**config.mk**
```make
export PLATFORM = sky130hd
export DESIGN_NAME = ops_out_pin_mux
export DESIGN_NICKNAME = d
export VERILOG_FILES = /design/src/rtl/ops_pkg.sv /design/src/rtl/ops_out_pin_mux.sv /design/src/rtl/ops_source_sel.sv
export SDC_FILE = /design/constraint.sdc
export NUM_CORES = 1
export LEC_CHECK = 0
export BUFFER_PORTS_ARGS = -buffer_cell sky130_fd_sc_hd__buf_2
export CAP_MARGIN = 20
export CORE_ASPECT_RATIO = 0.7
export CORE_MARGIN = 5
export CORE_UTILIZATION = 61
export DETAILED_ROUTE_END_ITERATION = 12
export PLACE_DENSITY = 0.82
export REMOVE_ABC_BUFFERS = 1
export SLEW_MARGIN = 20
export SYNTH_ARGS = -nofsm -noshare
export SYNTH_HDL_FRONTEND = slang
export SYNTH_SLANG_ARGS = --single-unit
```
**constraint.sdc**
```tcl
create_clock -name clk -period 3.1 [get_ports clk]
set_clock_uncertainty 0.15 [all_clocks]
set_input_delay 0.62 -clock clk [delete_from_list [all_inputs] [get_ports clk]]
set_output_delay 0.62 -clock clk [all_outputs]
set_load 0.03 [all_outputs]
```
**src/rtl/ops_pkg.sv**
```systemverilog
package ops_pkg;

    // ----------------------------------------------------------------
    // geometry
    // ----------------------------------------------------------------
    localparam int FIELD_W = 5;
    localparam int NUM_REGS = 13;
    localparam int NUM_PINS = 2 * NUM_REGS;
    localparam int REG_W = 16;
    localparam int IDX_W = 4;
    localparam int LO_FIELD_POS = 0;
    localparam int HI_FIELD_POS = 8;

    // ----------------------------------------------------------------
    // selector codes
    // ----------------------------------------------------------------
    typedef enum logic [4:0] {
        CODE_NULL = 5'h00,
        CODE_CMP_ONE = 5'h01,
        CODE_CMP_TWO = 5'h02,
        CODE_UART_A_TX = 5'h03,
        CODE_UART_A_RTS = 5'h04,
        CODE_UART_B_TX = 5'h05,
        CODE_UART_B_RTS = 5'h06,
        CODE_SPI_A_DATA = 5'h07,
        CODE_SPI_A_CLK = 5'h08,
        CODE_SPI_A_SEL = 5'h09,
        CODE_SPI_B_DATA = 5'h0A,
        CODE_SPI_B_CLK = 5'h0B,
        CODE_SPI_B_SEL = 5'h0C,
        CODE_CMPU_ONE = 5'h12,
        CODE_CMPU_TWO = 5'h13,
        CODE_CMPU_THREE = 5'h14,
        CODE_CMPU_FOUR = 5'h15,
        CODE_CMPU_FIVE = 5'h16,
        CODE_TIME_PULSE = 5'h1D,
        CODE_CMP_THREE = 5'h1E
    } ops_code_t;

    // one bit per code that reaches a peripheral; 0, 13-17, 23-28, 31 clear
    localparam logic [31:0] CODE_USED_MASK = 32'h607C_1FFE;

    // ----------------------------------------------------------------
    // reset values
    // ----------------------------------------------------------------
    localparam logic [FIELD_W-1:0] SEL_RESET = CODE_NULL;
    localparam logic PIN_OUT_RESET = 1'b0;
    localparam logic PIN_OE_N_RESET = 1'b1;
    localparam logic [REG_W-1:0] READ_RESET = 16'h0000;

    // ----------------------------------------------------------------
    // state
    // ----------------------------------------------------------------
    typedef struct packed {
        logic [NUM_PINS-1:0][FIELD_W-1:0] sel;
        logic [NUM_PINS-1:0] pinOut;
        logic [NUM_PINS-1:0] pinOe_n;
        logic [REG_W-1:0] readData;
    } ops_state_t;

    function automatic logic code_connects(input logic [FIELD_W-1:0] code);
        code_connects = CODE_USED_MASK[code];
    endfunction

endpackage

```
**src/rtl/ops_out_pin_mux.sv**
```systemverilog
`timescale 1ns/1ps
// Behaviour
// RL1: each pin owns its selector field choosing which peripheral drives it.
// RL2: map registers hold two 5-bit fields, one field per pin.
// RL3: selected peripheral output goes to pin; codes 13-17, 23-28 and 31 connect nothing.
// RL4: code zero is null; pin stays disconnected from every peripheral output.
// RL5: reset loads null into every selector, disabling remapped outputs.
// RL6: codes 3,5 are uart transmit; codes 4,6 are uart request-to-send.
// RL7: codes 7,8,9 are first spi data, clock, select outputs.
// RL8: codes 10,11,12 are second spi data, clock, select outputs.
// RL9: 18-22 compare units, 1,2,30 comparators, 29 time-measure pulse.
// RL10: in infrared mode the uart baud clock replaces request-to-send.
// RL11: output mapping is independent of any input mapping.
// RL12: null or unused code leaves pin to its general-purpose port logic.
module ops_out_pin_mux (
    // clock and reset
    input wire logic clk,
    input wire logic arst_n,
    // map register write and read-back
    input wire logic mapWrite,
    input wire logic [ops_pkg::IDX_W-1:0] mapRegIndex,
    input wire logic [ops_pkg::REG_W-1:0] mapRegData,
    output logic [ops_pkg::REG_W-1:0] mapRegRead,
    // comparators
    input wire logic comparator_one_out,
    input wire logic comparator_two_out,
    input wire logic comparator_three_out,
    // uarts
    input wire logic uart_a_transmit,
    input wire logic uart_a_request_send,
    input wire logic uartAInfrared,
    input wire logic uartABaudClock,
    input wire logic uart_b_transmit,
    input wire logic uart_b_request_send,
    input wire logic uartBInfrared,
    input wire logic uartBBaudClock,
    // spi units
    input wire logic spi_a_data_out,
    input wire logic spi_a_clock_out,
    input wire logic spi_a_select_out,
    input wire logic spi_b_data_out,
    input wire logic spi_b_clock_out,
    input wire logic spi_b_select_out,
    // output compare units and time pulse
    input wire logic compare_unit_one_out,
    input wire logic compare_unit_two_out,
    input wire logic compare_unit_three_out,
    input wire logic compare_unit_four_out,
    input wire logic compare_unit_five_out,
    input wire logic time_measure_pulse,
    // general-purpose port logic per pin
    input wire logic [ops_pkg::NUM_PINS-1:0] gpioOut,
    input wire logic [ops_pkg::NUM_PINS-1:0] gpioOe_n,
    // remappable pins
    output logic [ops_pkg::NUM_PINS-1:0] remappable_pin,
    output logic [ops_pkg::NUM_PINS-1:0] remappable_pinOe_n
);

    // ----------------------------------------------------------------
    // state
    // ----------------------------------------------------------------
    ops_pkg::ops_state_t st;
    ops_pkg::ops_state_t next_st;
    logic [31:0] srcVec;
    logic [ops_pkg::NUM_PINS-1:0] pinRouted;
    logic [ops_pkg::NUM_PINS-1:0] pinConnected;

    // ----------------------------------------------------------------
    // source vector, indexed by selector code
    // ----------------------------------------------------------------
    always_comb begin
        srcVec = 32'h0000_0000; // RL3
        srcVec[ops_pkg::CODE_CMP_ONE] = comparator_one_out; // RL9
        srcVec[ops_pkg::CODE_CMP_TWO] = comparator_two_out; // RL9
        srcVec[ops_pkg::CODE_CMP_THREE] = comparator_three_out; // RL9
        srcVec[ops_pkg::CODE_UART_A_TX] = uart_a_transmit; // RL6
        srcVec[ops_pkg::CODE_UART_B_TX] = uart_b_transmit; // RL6
        // infrared encoder borrows the request-to-send slot for its baud clock
        srcVec[ops_pkg::CODE_UART_A_RTS] = uartAInfrared ? uartABaudClock
                                                         : uart_a_request_send; // RL6 RL10
        srcVec[ops_pkg::CODE_UART_B_RTS] = uartBInfrared ? uartBBaudClock
                                                         : uart_b_request_send; // RL6 RL10
        srcVec[ops_pkg::CODE_SPI_A_DATA] = spi_a_data_out; // RL7
        srcVec[ops_pkg::CODE_SPI_A_CLK] = spi_a_clock_out; // RL7
        srcVec[ops_pkg::CODE_SPI_A_SEL] = spi_a_select_out; // RL7
        srcVec[ops_pkg::CODE_SPI_B_DATA] = spi_b_data_out; // RL8
        srcVec[ops_pkg::CODE_SPI_B_CLK] = spi_b_clock_out; // RL8
        srcVec[ops_pkg::CODE_SPI_B_SEL] = spi_b_select_out; // RL8
        srcVec[ops_pkg::CODE_CMPU_ONE] = compare_unit_one_out; // RL9
        srcVec[ops_pkg::CODE_CMPU_TWO] = compare_unit_two_out; // RL9
        srcVec[ops_pkg::CODE_CMPU_THREE] = compare_unit_three_out; // RL9
        srcVec[ops_pkg::CODE_CMPU_FOUR] = compare_unit_four_out; // RL9
        srcVec[ops_pkg::CODE_CMPU_FIVE] = compare_unit_five_out; // RL9
        srcVec[ops_pkg::CODE_TIME_PULSE] = time_measure_pulse; // RL9
    end

    // ----------------------------------------------------------------
    // one selector per pin
    // ----------------------------------------------------------------
    generate
        for (genvar p = 0; p < ops_pkg::NUM_PINS; p++) begin : g_pin
            ops_source_sel u_sel (
                .code(st.sel[p]), // RL1
                .sources(srcVec),
                .routed(pinRouted[p]),
                .connected(pinConnected[p])
            );
        end
    endgenerate

    // ----------------------------------------------------------------
    // next state
    // ----------------------------------------------------------------
    always_comb begin
        logic [4:0] loPin;
        logic [4:0] hiPin;
        logic idxOk;
        loPin = {mapRegIndex, 1'b0};
        hiPin = {mapRegIndex, 1'b1};
        idxOk = (mapRegIndex < ops_pkg::IDX_W'(ops_pkg::NUM_REGS));
        next_st = st;
        // writes touch only the output map; nothing here looks at input routing
        if (mapWrite && idxOk) begin // RL11
            next_st.sel[loPin] = mapRegData[ops_pkg::LO_FIELD_POS +: ops_pkg::FIELD_W]; // RL2
            next_st.sel[hiPin] = mapRegData[ops_pkg::HI_FIELD_POS +: ops_pkg::FIELD_W]; // RL2
        end
        // read-back shows the stored fields, other bits read zero
        next_st.readData = ops_pkg::READ_RESET;
        if (idxOk) begin
            next_st.readData[ops_pkg::LO_FIELD_POS +: ops_pkg::FIELD_W] = st.sel[loPin]; // RL2
            next_st.readData[ops_pkg::HI_FIELD_POS +: ops_pkg::FIELD_W] = st.sel[hiPin]; // RL2
        end
        for (int p = 0; p < ops_pkg::NUM_PINS; p++) begin
            if (pinConnected[p]) begin
                next_st.pinOut[p] = pinRouted[p]; // RL3
                next_st.pinOe_n[p] = 1'b0; // RL3
            end else begin
                next_st.pinOut[p] = gpioOut[p]; // RL12 RL4
                next_st.pinOe_n[p] = gpioOe_n[p]; // RL12 RL4
            end
        end
    end

    // ----------------------------------------------------------------
    // registers
    // ----------------------------------------------------------------
    always_ff @(posedge clk or negedge arst_n) begin
        if (!arst_n) begin
            st.sel <= {ops_pkg::NUM_PINS{ops_pkg::SEL_RESET}}; // RL5
            st.pinOut <= {ops_pkg::NUM_PINS{ops_pkg::PIN_OUT_RESET}};
            st.pinOe_n <= {ops_pkg::NUM_PINS{ops_pkg::PIN_OE_N_RESET}};
            st.readData <= ops_pkg::READ_RESET;
        end else begin
            st <= next_st;
        end
    end

    // one cycle of latency on every pin, traded for flop-driven outputs
    assign remappable_pin = st.pinOut;
    assign remappable_pinOe_n = st.pinOe_n;
    assign mapRegRead = st.readData;

endmodule

```
**src/rtl/ops_source_sel.sv**
```systemverilog
`timescale 1ns/1ps
module ops_source_sel (
    // selector field of one pin
    input wire logic [4:0] code,
    // all peripheral outputs, indexed by code
    input wire logic [31:0] sources,
    // result
    output logic routed,
    output logic connected
);

    // ----------------------------------------------------------------
    // decode
    // ----------------------------------------------------------------
    assign connected = ops_pkg::code_connects(code); // RL3 RL4
    assign routed = connected ? sources[code] : 1'b0; // RL3

endmodule

```
**After elaboration in Yosys (flattened, before gate mapping)**

Memories as Yosys holds them, arrays and structs flattened.
Cells that the tools add are included.

- Register bits after elaboration: 192
- Bits of input ports: 98
- Memories: 26
- Word-level logic and storage cells: 233
- Memory bits (read-only): 832
- Output and inout bits: 68

Memories:

| memory | depth | width | rd ports | clocked after Yosys merged registers in | wr ports | line | source |
|---|---|---|---|---|---|---|---|
| (no name shown) | 32 | 1 | 1 | 0 | 0 | ops_pkg.sv:62 | `code_connects = CODE_USED_MASK[code];` |
| (no name shown) | 32 | 1 | 1 | 0 | 0 | ops_pkg.sv:62 |  |
| (no name shown) | 32 | 1 | 1 | 0 | 0 | ops_pkg.sv:62 |  |
| (no name shown) | 32 | 1 | 1 | 0 | 0 | ops_pkg.sv:62 |  |
| (no name shown) | 32 | 1 | 1 | 0 | 0 | ops_pkg.sv:62 |  |
| (no name shown) | 32 | 1 | 1 | 0 | 0 | ops_pkg.sv:62 |  |
| +20 memories | -- | -- | -- | -- | -- | -- |  |

- $lt $le $gt $ge: 31
- Multiplexer cells: 144
- Reductions and logical operators: 3

Operator list:

| operator | number |
|---|---|
| $bwmux 130 | 2 |
| $lt 5x6->1 const B | 28 |
| $bmux 1 s5 | 26 |
| $mux 1 | 106 |
| $bmux 5 s4 | 2 |
| $demux 5 s4 | 2 |
| $mux 5 | 6 |
| $ge 5x1->1 const B | 2 |
| $lt 4x4->1 const B | 1 |
| $logic_and 1x1->1 | 3 |

**Depth between registers and ports, before layout**

Gate-level depths: netlist of run 1.

- Word-level depth: 6
- Gate-level depth with buffers: 9
- Mapped depth without buffers: 7

**Cells and area by module**

From an unflattened synthesis of run 1, not the netlist that was laid out.

- Cell total of the unflattened synthesis: 1590
- Area total of the unflattened synthesis: 18514.0 um2

Modules (own cells, without submodules):

| module | area an instance (um2) | seq. area each (um2) | times used | cells each |
|---|---|---|---|---|
| ops_source_sel | 379.1 | 0.0 | 26 | 38 |
| ops_out_pin_mux | 8657.1 | 4837.1 | 1 | 602 |

**Least setup slack after synthesis of run 1**

No wires, ideal clock.

- Kind: input -> register
- Start: input port mapRegIndex[0] in the netlist's numbering
- End: register st (netlist bit mapRegRead[9])
- Path buffers: 2
- Library setup time: 0.138 ns
- Stages on the path: 5
- Setup slack: 0.661 ns
- Required time: 2.812 ns
- Arrival: 2.152 ns
- Cells stage by stage: buf_2 > buf_2 > mux4_2 > mux4_2 > nor2b_1

RTL lines:

| element | line | source |
|---|---|---|
| from (decl) | ops_out_pin_mux.sv:21 | `input wire logic [ops_pkg::IDX_W-1:0] mapRegIndex,` |
| to (signal assigned) | ops_out_pin_mux.sv:154 | `st <= next_st;` |
| to (decl) | ops_out_pin_mux.sv:62 | `ops_pkg::ops_state_t st;` |

==> results of run 1 <==
-- metal layers --
layer  wire, um  up-vias
met3       8090      228
li1           -     6137
met5          0        -
met2      21300     1112
met4       2480        0
met1      18800     6814
-- sequential cells by signal, indices dropped and copies added, names as in the netlist --
signal,flops
remappable_pin,26
mapRegRead,10
remappable_pinOe_n,26
st,130
-- cell usage after synthesis (26+ instances only) --
master	instances	area (um^2)
sky130_fd_sc_hd__mux2i_1	73	731
sky130_fd_sc_hd__inv_1	81	304
sky130_fd_sc_hd__o21ai_0	100	500
sky130_fd_sc_hd__nand2b_1	32	200
sky130_fd_sc_hd__nand3b_1	29	218
sky130_fd_sc_hd__mux2_2	126	1420
sky130_fd_sc_hd__clkbuf_1	143	537
sky130_fd_sc_hd__ha_1	52	651
sky130_fd_sc_hd__nor3_1	27	135
sky130_fd_sc_hd__dfrtp_1	166	4150
sky130_fd_sc_hd__mux4_2	66	1490
sky130_fd_sc_hd__dfstp_2	26	683
sky130_fd_sc_hd__a221oi_1	42	368
sky130_fd_sc_hd__a21oi_1	71	355
sky130_fd_sc_hd__nor2_1	84	315
sky130_fd_sc_hd__nor2b_1	49	307
sky130_fd_sc_hd__nand2_1	147	552
-- cells by family (layout without fill, tap and decap cells) --
logic type	count (synthesis)	count (layout)	share of synthesized area, %
other	1	9	0.0243
multiplexers	267	267	23.8
buffers and inverters	266	308	6.90
adder cells (fa/ha/maj)	52	52	4.22
flip-flops	192	192	31.4
AO/OA/AOI/OAI	404	404	17.9
AND/OR/NAND/NOR	468	468	15.8
-- stage by stage --
step | std cells | setup WS [ps]
finish | 2025 | 528
global route | 2023 | 446
CTS | 2022 | 568
detailed placement | 1990 | 347
global placement | 1990 | 381
floorplan | 1470 | 668
-- path summary, 6_finish.rpt --
path | startpoint | endpoint | slack [ps] | cells past startpoint
worst min-delay path | gpioOut[2] | remappable_pin[2]$_DFF_PN0_ | 220 | 3
worst min register to register | st[156]$_DFFE_PN0P_ | st[156]$_DFFE_PN0P_ | 480 | 1
max in group asynchronous | arst_n | remappable_pinOe_n[15]$_DFF_PN1_ | 1460 | 3
worst max register to register | st[143]$_DFFE_PN0P_ | remappable_pin[15]$_DFF_PN0_ | 530 | 5
worst max-delay path | st[143]$_DFFE_PN0P_ | remappable_pin[15]$_DFF_PN0_ | 530 | 5
min in group asynchronous | arst_n | remappable_pin[6]$_DFF_PN0_ | 510 | 2
-- timing repair --
action | in CTS | in global routing
setup endpoints to repair | 0 | 0
hold buffers | 1 | 0
endpoints found under the hold margin | 35 | 0
setup buffers | 0 | 0
-- where the power goes --
group	leakage, nW	internal, mW	switching, mW
Sequential	2.29	3.22	1.40
Combinational	4.55	2.32	2.71
Clock	0.323	1.53	1.04
-- worst min-delay path, cell delays in order --
cell and delay [ps]:
sky130_fd_sc_hd__buf_2 80, sky130_fd_sc_hd__nand2_1 40, sky130_fd_sc_hd__o31ai_1 50
-- cell type report --
type,count,share of cell area (%)
diodes,3,0.0444
clock buffers,18,2.60
clock inverters,13,1.37
inverters,81,1.80
multi-input cells,1197,56.4
flip-flops and latches,192,28.6
well taps,325,2.41
repair buffers,196,6.80
==> results, run 1 <==
- After floorplanning, the core was divided into 48 placement rows.
- The first global-routing pass estimated 77.8 mm of wire.
- The wire length reported by the detailed router is roughly 51 mm.
- In the layout the commonest cells are sky130_fd_sc_hd__dfrtp_1, sky130_fd_sc_hd__buf_2, sky130_fd_sc_hd__nand2_1.
- Routability-driven placement finished with a final weighted congestion of between 0.9 and 1.
- The global route total overflow is 0.
- The floorplan step defined a die boundary enclosing 28600 um^2.
- STA classifies the critical path endpoint as a flip-flop.
- The post-layout instance area is around 17000 um^2.
- The final setup violation count is 0.
- In this run the horizontal extent of the chip is 200 um.
- The required time at the worst-slack endpoint is 3290 ps.
- The type of the worst setup path is flip-flop to flip-flop.
- The maximum buffer depth of the clock tree is 2.
- The final number of hold-violating endpoints is 0.
- The number of optimization iterations in the first detailed-route pass is 7.
- The placed instances occupy a cell area of roughly 16000 um^2.
- The power density over cell area is about 720 nW/um^2.
- The clock insertion delay at the later pin of the skew report is ~450 ps.
- The leakage power is between 7 and 8 nW.
- The flow ran to the end, and the final reports show no timing, DRC or antenna violations.
- After detailed routing, the number of remaining DRC violations is 0.
- Among cell families on the critical path, the largest total delay comes from multiplexers.
- In the final layout, the multi-input gates occupy 9530 um^2.
- The count of buffers inserted at the top-level ports is 153.
- Global routing consumed, on the met1 layer, around half of the routing resources.
- The largest individual stage delay along the critical path comes from the cell sky130_fd_sc_hd__dfrtp_1.
- After detailed routing, the average wire length per cell comes to ~25 um.
- The ratio of cells with drive above 1 in the final layout is between 20 and 30%.
- Global routing consumed, over all layers together, a little over a third of the routing resources.
- The worst path in the final design needs a cycle of about 2600 ps, including I/O delays and setup.
- The register area is about 4800 um^2.
- The via count of the first global-routing pass is between 10000 and 15000.
- The maximum number of pins on one net before global-route repair is 64.
- Counting flops and latches in the post-synthesis netlist gives 192.
- The layout net count is approximately 1800.
- Compared with the post-synthesis result, the final layout area differs by 9.69%.
- Synthesis instantiated 66 different standard cells from the library.
- Synthesis produced a netlist whose cell count is about 1700.
- The most common cell after layout, fill and taps aside is sky130_fd_sc_hd__dfrtp_1.
- The post-DP HPWL is about 33 mm.
- Dividing the final minimum period by the clock period gives ~83%.
- In this run the worst hold path is classified as primary input to flip-flop.
- Traced cell by cell, the critical path runs through mux4_2 -> a2111oi_0 -> a311o_1 -> a311oi_1 -> mux2_2.
- The timing-limited maximum frequency is slightly below 400 MHz.
- The worst setup path is launched from a flip-flop.
- The floorplan step set the die height to roughly 140 um.
- For the final routed database, the setup TNS stands at 0 ps.
- The arrival time of the worst setup path is about 2800 ps.
- Setup repair after global routing left no endpoint under its margin.
- The worst slew margin relative to its limit is between 40% and 50%.
- The slew at the pin with the worst max-slew slack is about 860 ps.
- The critical path contains buffers and inverters numbering 0 combined.
- The fraction of the yosys area taken by sequential cells is a little under a third.
- The count of pins over their slew limit is 0.
- Global routing used 50.2% of the available met2 tracks.
- In this run the count of I/O pins placed on the die edge is roughly 170.
- The first-iteration detailed-routing DRC count is roughly 1600.
- The number of nets with antenna violations after routing is 0.
- The synthesized area per cell is about 9.3 um^2.
- During synthesis, Yosys emitted a total of 0 warnings.
- Cells fill slightly below 70% of the core in the end.
- The number of buffers created by CTS is 17.
- After filler insertion, the fill cell instance count of the layout stands at between 1500 and 2000.
- The initial antenna violation count came to 2.
- The worst-case IR drop observed on VDD is between 0.4 and 0.5 mV.
- The maximum fanout encountered on the critical timing path is 12.
- The clock tree from TritonCTS is done.
- The cell sitting at the root of the clock tree is a sky130_fd_sc_hd__clkbuf_16.
- In this run, post-CTS repair resized a total of 0 instances.
- The cell area that synthesis handed to floorplanning was 15400 um^2.
- The leading register cell type out of synthesis is sky130_fd_sc_hd__dfrtp_1.
- The global routing's busiest layer is met2.
- The clock drives 192 sinks.
- The final total power is between 10 and 15 mW.
- Detailed routing inserted a total of between 10000 and 15000 vias.
- For this run, the slowest stage of the critical path takes between 600 and 700 ps.
- The CTS H-tree depth is 4.
- The area of the core is about 25000 um^2.
- For this configuration, the core starts out at a cell density of between 60% and 70%.
- The met3 layer usage reported by global route is between 10% and 20%.
- On the final layout, the worst hold slack is about 220 ps.
- The number of synthesized flops with an enable pin is 0.
- The async set-reset flop share out of synthesis is between 90% and 100%.
- The clock slew seen by the registers of the worst setup and hold paths is around 80 ps.
- Dividing the detail-routed via count by the number of cells gives 7.06.
- The max-cap check violation count is 0.
No activity file was read; power rests on OpenSTA's default activity.
==> run 2, diff against run 1 <==
- clock period: 3.1 -> 2.6 ns (I/O delays scaled with it)
==> run 2 against run 1 <==
Net effect:
- first-iteration DRC count increased by 28%
- design area increased by 1.5%
- clock-buffer cell count increased by 1
- routed wire length decreased by 1.0%
- combinational power increased by 23%
- final cell count increased by 1.7%
- non-clock buffer count increased by 35
- via count increased by 0.90%
- critical path type unchanged
- critical endpoint unchanged
- largest power group unchanged
- highest routed layer unchanged
==> results, run 2 (synthesis gave the netlist of run 1 again) <==
- The run finished with clean final reports.
- The clock insertion delay at the later pin of the skew report is 460 ps.
- The global route total overflow is 0.
- The timing-limited maximum frequency is 419 MHz.
- Leaving out fill and tap cells, the most frequent cells in the layout are sky130_fd_sc_hd__dfrtp_1, sky130_fd_sc_hd__buf_2, sky130_fd_sc_hd__nand2_1.
- The tool flagged a number of max-cap violations equal to 0.
- The path class of the tightest hold or removal check is primary input to flip-flop.
- The register bank with the most flops is st.
- The final number of hold-violating endpoints was 0.
- The first-iteration detailed-routing DRC count is between 2000 and 2500.
- At the pin with the least slew margin, the transition time is roughly 630 ps.
- The first global-routing pass estimated 77.0 mm of wire.
- The post-DP HPWL is 34.8 mm.
- Entering global routing, the biggest net connects 50 pins.
- The finished cells cover between 15000 and 20000 um^2.
- In the final layout, the share of cells above drive strength 1 is between 20% and 30%.
- The CTS H-tree depth is 4.
- Clock tree synthesis inserted a total of 17 buffers.
- Setup violations remaining at the end of the flow were counted as 0.
- The critical path in this run is classified as flip-flop to flip-flop.
- The endpoint kind of the worst setup timing path is a flip-flop.
- The number of post-CTS setup repair buffers is 0.
- The required time at the worst-slack endpoint is 2850 ps.
- The initialized floorplan defines 48 standard-cell rows.
- The number of top-level design ports is 166.
- The number of remaining DRC errors is 0.
- Across all setup checks in the final design, the least slack found is about 210 ps.
- The leakage power is ~7.3 nW.
- The layout-stage area growth over the synthesis result is 11.4%.
- In the finished design, the share of the clock period the worst path needs comes to between 90% and 100%.
- The via count of the first global-routing pass is approximately 14000.
- The vertical die dimension is ~140 um.
- Walking the worst path, the cells encountered are mux4_2 -> a2111oi_0 -> a311o_1 -> a311oi_1 -> mux2_2.
- The clock root buffer is sky130_fd_sc_hd__clkbuf_16.
- The initial antenna violation count is 1.
- The global-route usage over all layers is 34.8%.
- Once placement finished, the instance area stood at about 17000 um^2.
- The shortest clock period the worst path allows after layout is 2390 ps.
- The number of sinks on the clock net is roughly 190.
- The area of the core is 24700 um^2.
- The power density over cell area is between 800 and 900 nW/um^2.
- Headroom to the max-slew limit came out at approximately 58%.
- For this run, the post-layout net count is ~1900.
- The most common cell after layout, fill and taps aside is sky130_fd_sc_hd__dfrtp_1.
- The buffers plus inverters on the worst setup path is 0.
- Across the VDD grid, the largest voltage drop is between 0.6 and 0.7 mV.
- The mean number of vias per cell is ~7.
- The routability congestion estimate is approximately 0.99.
- Setup repair after global routing left no endpoint under its margin.
- The slowest stage of the critical path belongs to the cell sky130_fd_sc_hd__dfrtp_1.
- The quantity of hold-fixing buffers added after cts is 1.
- The die boundary width is 200 um.
- The clock slew seen by the registers of the worst setup and hold paths is around 80 ps.
- The maximum fanout encountered on the critical timing path is 13.
- The wire length reported by the detailed router is between 50 and 60 mm.
- The maximum buffer depth of the clock tree is 2.
- The initial utilization of the core area, before any placement, comes to between 60% and 70%.
- Before antenna repair, the detailed router went through 7 iterations.
- Before CTS, the worst setup slack after placement is about 30 ps.
- The setup TNS is 0 ps.
- The number of nets with antenna violations after routing is 0.
- The routed layout has ~14000 vias.
- The die covers 28600 um^2.
- The largest single stage delay on the critical path is 690 ps.
- After detailed routing, the average wire length per cell comes to ~24 um.
- The count of pins over their slew limit came to 0.
- At the worst endpoint, the arrival time is approximately 2600 ps.
- The register with the most flip-flops in the layout has 130 of them.
- The clock tree from TritonCTS is done.
- The number of gates resized after CTS was 0.
- The startpoint type of the worst setup path is a flip-flop.
- Counting the fill cells in the layout gives 1840.
- The family with the most delay on the worst path is compound AO/OA/AOI/OAI gates.
- The count of buffers inserted at the top-level ports is ~150.
-- run 2: changes by cell type in the layout (fill, tap and decap cells not counted), sizes merged --
cell      delta
bufinv       -6
clkbuf       +1
inv          +5
buf         +35
clkinvlp     +1
diode        -2
-- run 2: power by group --
group	switching [mW]	leakage, nW	internal [mW]	total, mW
clock network	1.35	0.274	1.32	2.67
registers	1.55	2.29	3.84	5.39
logic	3.33	4.76	2.86	6.19
total	6.23	7.32	8.01	14.2
-- run 2: worst register-to-register path: stages, from the launching register on --
cell	delay [ps]
sky130_fd_sc_hd__dfrtp_1	690
sky130_fd_sc_hd__mux4_2	380
sky130_fd_sc_hd__a2111oi_0	110
sky130_fd_sc_hd__a311o_1	330
sky130_fd_sc_hd__a311oi_1	440
sky130_fd_sc_hd__mux2_2	240
-- run 2: area by class of cell --
type,instances,area (um^2),share of cell area [%]
Clock buffer,19,453,2.64
Multi-Input combinational cell,1197,9530,55.5
Antenna cell,1,2.50,0.0146
Sequential cell,192,4840,28.2
Tap cell,325,407,2.37
Inverter,81,304,1.77
Timing Repair Buffer,231,1510,8.81
Clock inverter,13,120,0.700
-- run 2: final timing paths --
check                                    start                                to  slack, ps  cells after the start
setup reg to reg           st[144]$_DFFE_PN0P_      remappable_pin[15]$_DFF_PN0_        210                      5
hold reg to reg            st[156]$_DFFE_PN0P_               st[156]$_DFFE_PN0P_        470                      1
min in group asynchronous               arst_n       remappable_pin[2]$_DFF_PN0_        420                      2
hold / removal                     gpioOut[10]      remappable_pin[10]$_DFF_PN0_        110                      3
setup / recovery           st[144]$_DFFE_PN0P_      remappable_pin[15]$_DFF_PN0_        210                      5
max in group asynchronous               arst_n  remappable_pinOe_n[14]$_DFF_PN1_       1120                      3
-- run 2: layer usage --
metal  track usage (%)  wire (um)  up-vias
met5                 0          0        -
met4              14.3       2590        0
met1              48.4      18700     6855
li1                  -          -     6197
met3              10.5       7630      242
met2              51.1      21300     1126
-- run 2: metrics by stage --
| stage | total power [mW] | util [%] | cells | hold slack, ps |
|---|---|---|---|---|
| after floorplan | 9.30 | - | 1470 | 74.4 |
| after global placement | 11.1 | 67.0 | 2025 | 349 |
| after detailed placement | 11.4 | 67.0 | 2025 | 354 |
| after CTS | 14.1 | 69.4 | 2058 | 98.4 |
| after global routing | 15.0 | 69.4 | 2059 | 107 |
| final | 14.2 | 69.4 | 2059 | 106 |
==> run 3, diff against run 2 <==
- PLACE_DENSITY: 0.82 -> 0.84
==> run 3 against run 2 <==
Net effect:
- register-to-register slack lost 100 ps
- critical path depth rose by 1
- sequential cell count is the same
- sequential share of layout area shrank 0.074 points
- sequential power is essentially flat
- design area rose by 0.26%
- non-clock buffer count rose by 6
- first-iteration DRC count is 3.2% higher
- largest cell class unchanged
==> results, run 3 (synthesis gave the netlist of run 1 again) <==
- The flow ran to the end, and the final reports show no timing, DRC or antenna violations.
- The number of optimization iterations in the first detailed-route pass is 6.
- The register bank with the most flops is st.
- The final setup violation count is 0.
- The maximum number of pins on one net before global-route repair is 57.
- The die boundary width is 200 um.
- The final total power is about 14 mW.
- The worst hold path belongs to the class primary input to flip-flop.
- The count of pins over their slew limit was 0.
- The starting density of the core is between 60 and 70%.
- Of all nets on the critical path, the largest fanout is 2.
- The number of nets with antenna violations after routing is 0.
- The standard cell area after detailed placement is 16600 um^2.
- The net count of the finished layout is ~1900.
- Once layout is done, the placed cells without fillers occupy around 17000 um^2.
- The top cell types in the final layout, fill and taps aside, are sky130_fd_sc_hd__dfrtp_1, sky130_fd_sc_hd__buf_2, sky130_fd_sc_hd__nand2_1.
- Input and output buffers added on the ports amount to between 150 and 200.
- The power density over cell area is roughly 830 nW/um^2.
- The floorplan step set the die height to 143 um.
- The worst slew margin relative to its limit is 58.8%.
- The global-route wire length before repair is between 70 and 80 mm.
- In this run the critical register-to-register path is launched from st[143]$_DFFE_PN0P_.
- For this run the aggregate overflow at the end of global routing stands at 0.
- For this block, the initial DRC count from the detailed router was ~2100.
- The global routing's busiest layer is met2.
- Clock-pin slew was measured on the worst setup and hold paths at about 80 ps.
- The path with the worst hold slack has its endpoint at remappable_pin[8]$_DFF_PN0_.
- The number of flip-flops under the largest register name is 130.
- For the worst flop-to-flop path, the logic depth is 6.
- The layout has about 1800 filler cells.
- The global routing met1 resource utilization is between 40 and 50%.
- The analysis attributes to cell leakage a power of 7.35 nW.
- Compared with the post-synthesis result, the final layout area differs by 11.7%.
- The tree is rooted in a sky130_fd_sc_hd__clkbuf_16.
- After detailed routing, the average wire length per cell comes to between 20 and 25 um.
- The number of buffers created by CTS is 17.
- The area of the core is about 25000 um^2.
- In this run the most critical hold path is launched from gpioOut[8].
- Setup repair after global routing left no endpoint under its margin.
- The CTS H-tree depth is 4.
- Across the whole layout, storage elements account for between 4000 and 5000 um^2.
- The number of remaining DRC errors is 0.
- For this design, the sink count on the clock tree is 192.
- In the global route stage, met2 resource usage came out at between 50% and 60%.
- At the end of routability-driven placement, the weighted congestion stood at just over 1.
- The number of post-CTS setup repair buffers is 0.
- The endpoint kind of the worst setup timing path is a flip-flop.
- The floorplan has 48 rows.
- The clock insertion delay at the later pin of the skew report is 460 ps.
- The library cell used most frequently in the layout, excluding fill and tap cells, is sky130_fd_sc_hd__dfrtp_1.
- STA classifies the critical path startpoint as a flip-flop.
- The type of the worst setup path is flip-flop to flip-flop.
- The max-cap check violation count is 0.
- The wire length reported by the detailed router is roughly 50 mm.
- The slew at the pin with the worst max-slew slack is a little over 600 ps.
- The fraction of the core area covered by cells at the end of the flow is 69.6%.
- The via count of the first global-routing pass is between 10000 and 15000.
- The shortest clock period the worst path allows after layout is 2490 ps.
- At the worst endpoint, the required time is 2800 ps.
- TritonCTS built the clock tree.
- Along the worst hold path, the cell count comes to 3.
- The longest clock path from root to sink contains 2 buffers.
- VDD sags by at most between 0.7 and 0.8 mV.
- Pin placement for this block handled 166 I/O pins.
- The worst reg2reg path endpoint is remappable_pin[15]$_DFF_PN0_.
- Of the cells placed in the final design, the portion with a size suffix greater than 1 is between 20% and 30%.
- The footprint of the multi-input gates is between 9000 and 10000 um^2.
- The arrival time of the worst setup path is 2690 ps.
- The mean number of vias per cell is between 7 and 8.
- The final number of hold-violating endpoints is 0.
- Global routing used 35.3% of the available tracks.
- The met3 layer usage reported by global route is roughly a tenth.
- The die footprint is 28600 um^2.
- The post-DP HPWL is roughly 35 mm.
- The total number of vias is ~15000.
- The minimum setup slack among reg-to-reg paths is roughly 110 ps.
- The worst path uses between 90 and 100% of the clock period.
- The initial antenna violation count is 2.
- Static timing analysis puts the maximum clock frequency at 402 MHz.
[run 3: cell count changes in the layout (fill, tap and decap cells not counted), moves of 2 or more]
cell                      before  now
sky130_fd_sc_hd__buf_4        65   72
sky130_fd_sc_hd__inv_8         4    1
sky130_fd_sc_hd__diode_2       1    3
sky130_fd_sc_hd__inv_6         3    5
[run 3: layer usage]
| layer | routed length [um] | share of wire, % |
|---|---|---|
| met5 | 7 | 0.014 |
| met4 | 2350 | 4.6 |
| met3 | 7860 | 15 |
| met2 | 21800 | 43 |
| met1 | 18900 | 37 |
[run 3: repair_timing]
item	4_1_cts	5_1_grt
hold buffers	1	0
hold endpoints to repair	47	0
gates resized for setup	0	1
endpoints found under the setup margin	0	1
[run 3: per-stage QoR]
stage / hold slack (ps) / setup TNS [ps] / setup slack [ps] / cells
3_3_place_gp: 369 / -23.1 / -23.1 / 2031
2_1_floorplan: 74.4 / 0 / 268 / 1470
3_5_place_dp: 371 / 0 / 9.66 / 2031
4_1_cts: 95.2 / 0 / 157 / 2064
5_1_grt: 117 / 0 / 49.0 / 2064
6_report: 110 / 0 / 110 / 2067
[run 3: worst max-delay path, stage by stage, from the launching register on]
cell and delay [ps]:
sky130_fd_sc_hd__dfrtp_1 460, sky130_fd_sc_hd__mux4_2 600, sky130_fd_sc_hd__a2111oi_1 500, sky130_fd_sc_hd__a311o_1 190, sky130_fd_sc_hd__a311oi_1 60, sky130_fd_sc_hd__buf_4 180
sky130_fd_sc_hd__mux2_2 250
[run 3: final cells by class]
| type | count | area share (%) |
|---|---|---|
| Inverter | 81 | 1.77 |
| Sequential cell | 192 | 28.1 |
| Multi-Input combinational cell | 1197 | 55.4 |
| Clock buffer | 20 | 2.65 |
| Clock inverter | 12 | 0.712 |
| Antenna cell | 3 | 0.0436 |
| Timing Repair Buffer | 237 | 8.98 |
| Tap cell | 325 | 2.36 |
[run 3: how the worst max path moves through the flow]
stage / cells after the start / endpoint / startpoint
2_1_floorplan: 5 / remappable_pin[5]$_DFF_PN0_ / uartBInfrared
3_3_place_gp: 7 / remappable_pin[15]$_DFF_PN0_ / spi_b_clock_out
3_5_place_dp: 6 / remappable_pin[5]$_DFF_PN0_ / uartAInfrared
4_1_cts: 6 / remappable_pin[15]$_DFF_PN0_ / st[143]$_DFFE_PN0P_
5_1_grt: 6 / remappable_pin[15]$_DFF_PN0_ / st[143]$_DFFE_PN0P_
6_report: 6 / remappable_pin[15]$_DFF_PN0_ / st[143]$_DFFE_PN0P_
[run 3: power breakdown]
part	switching, mW	leakage (nW)	total [mW]	internal, mW
logic	3.36	4.78	6.23	2.87
clock network	1.32	0.280	2.72	1.40
registers	1.55	2.29	5.39	3.84
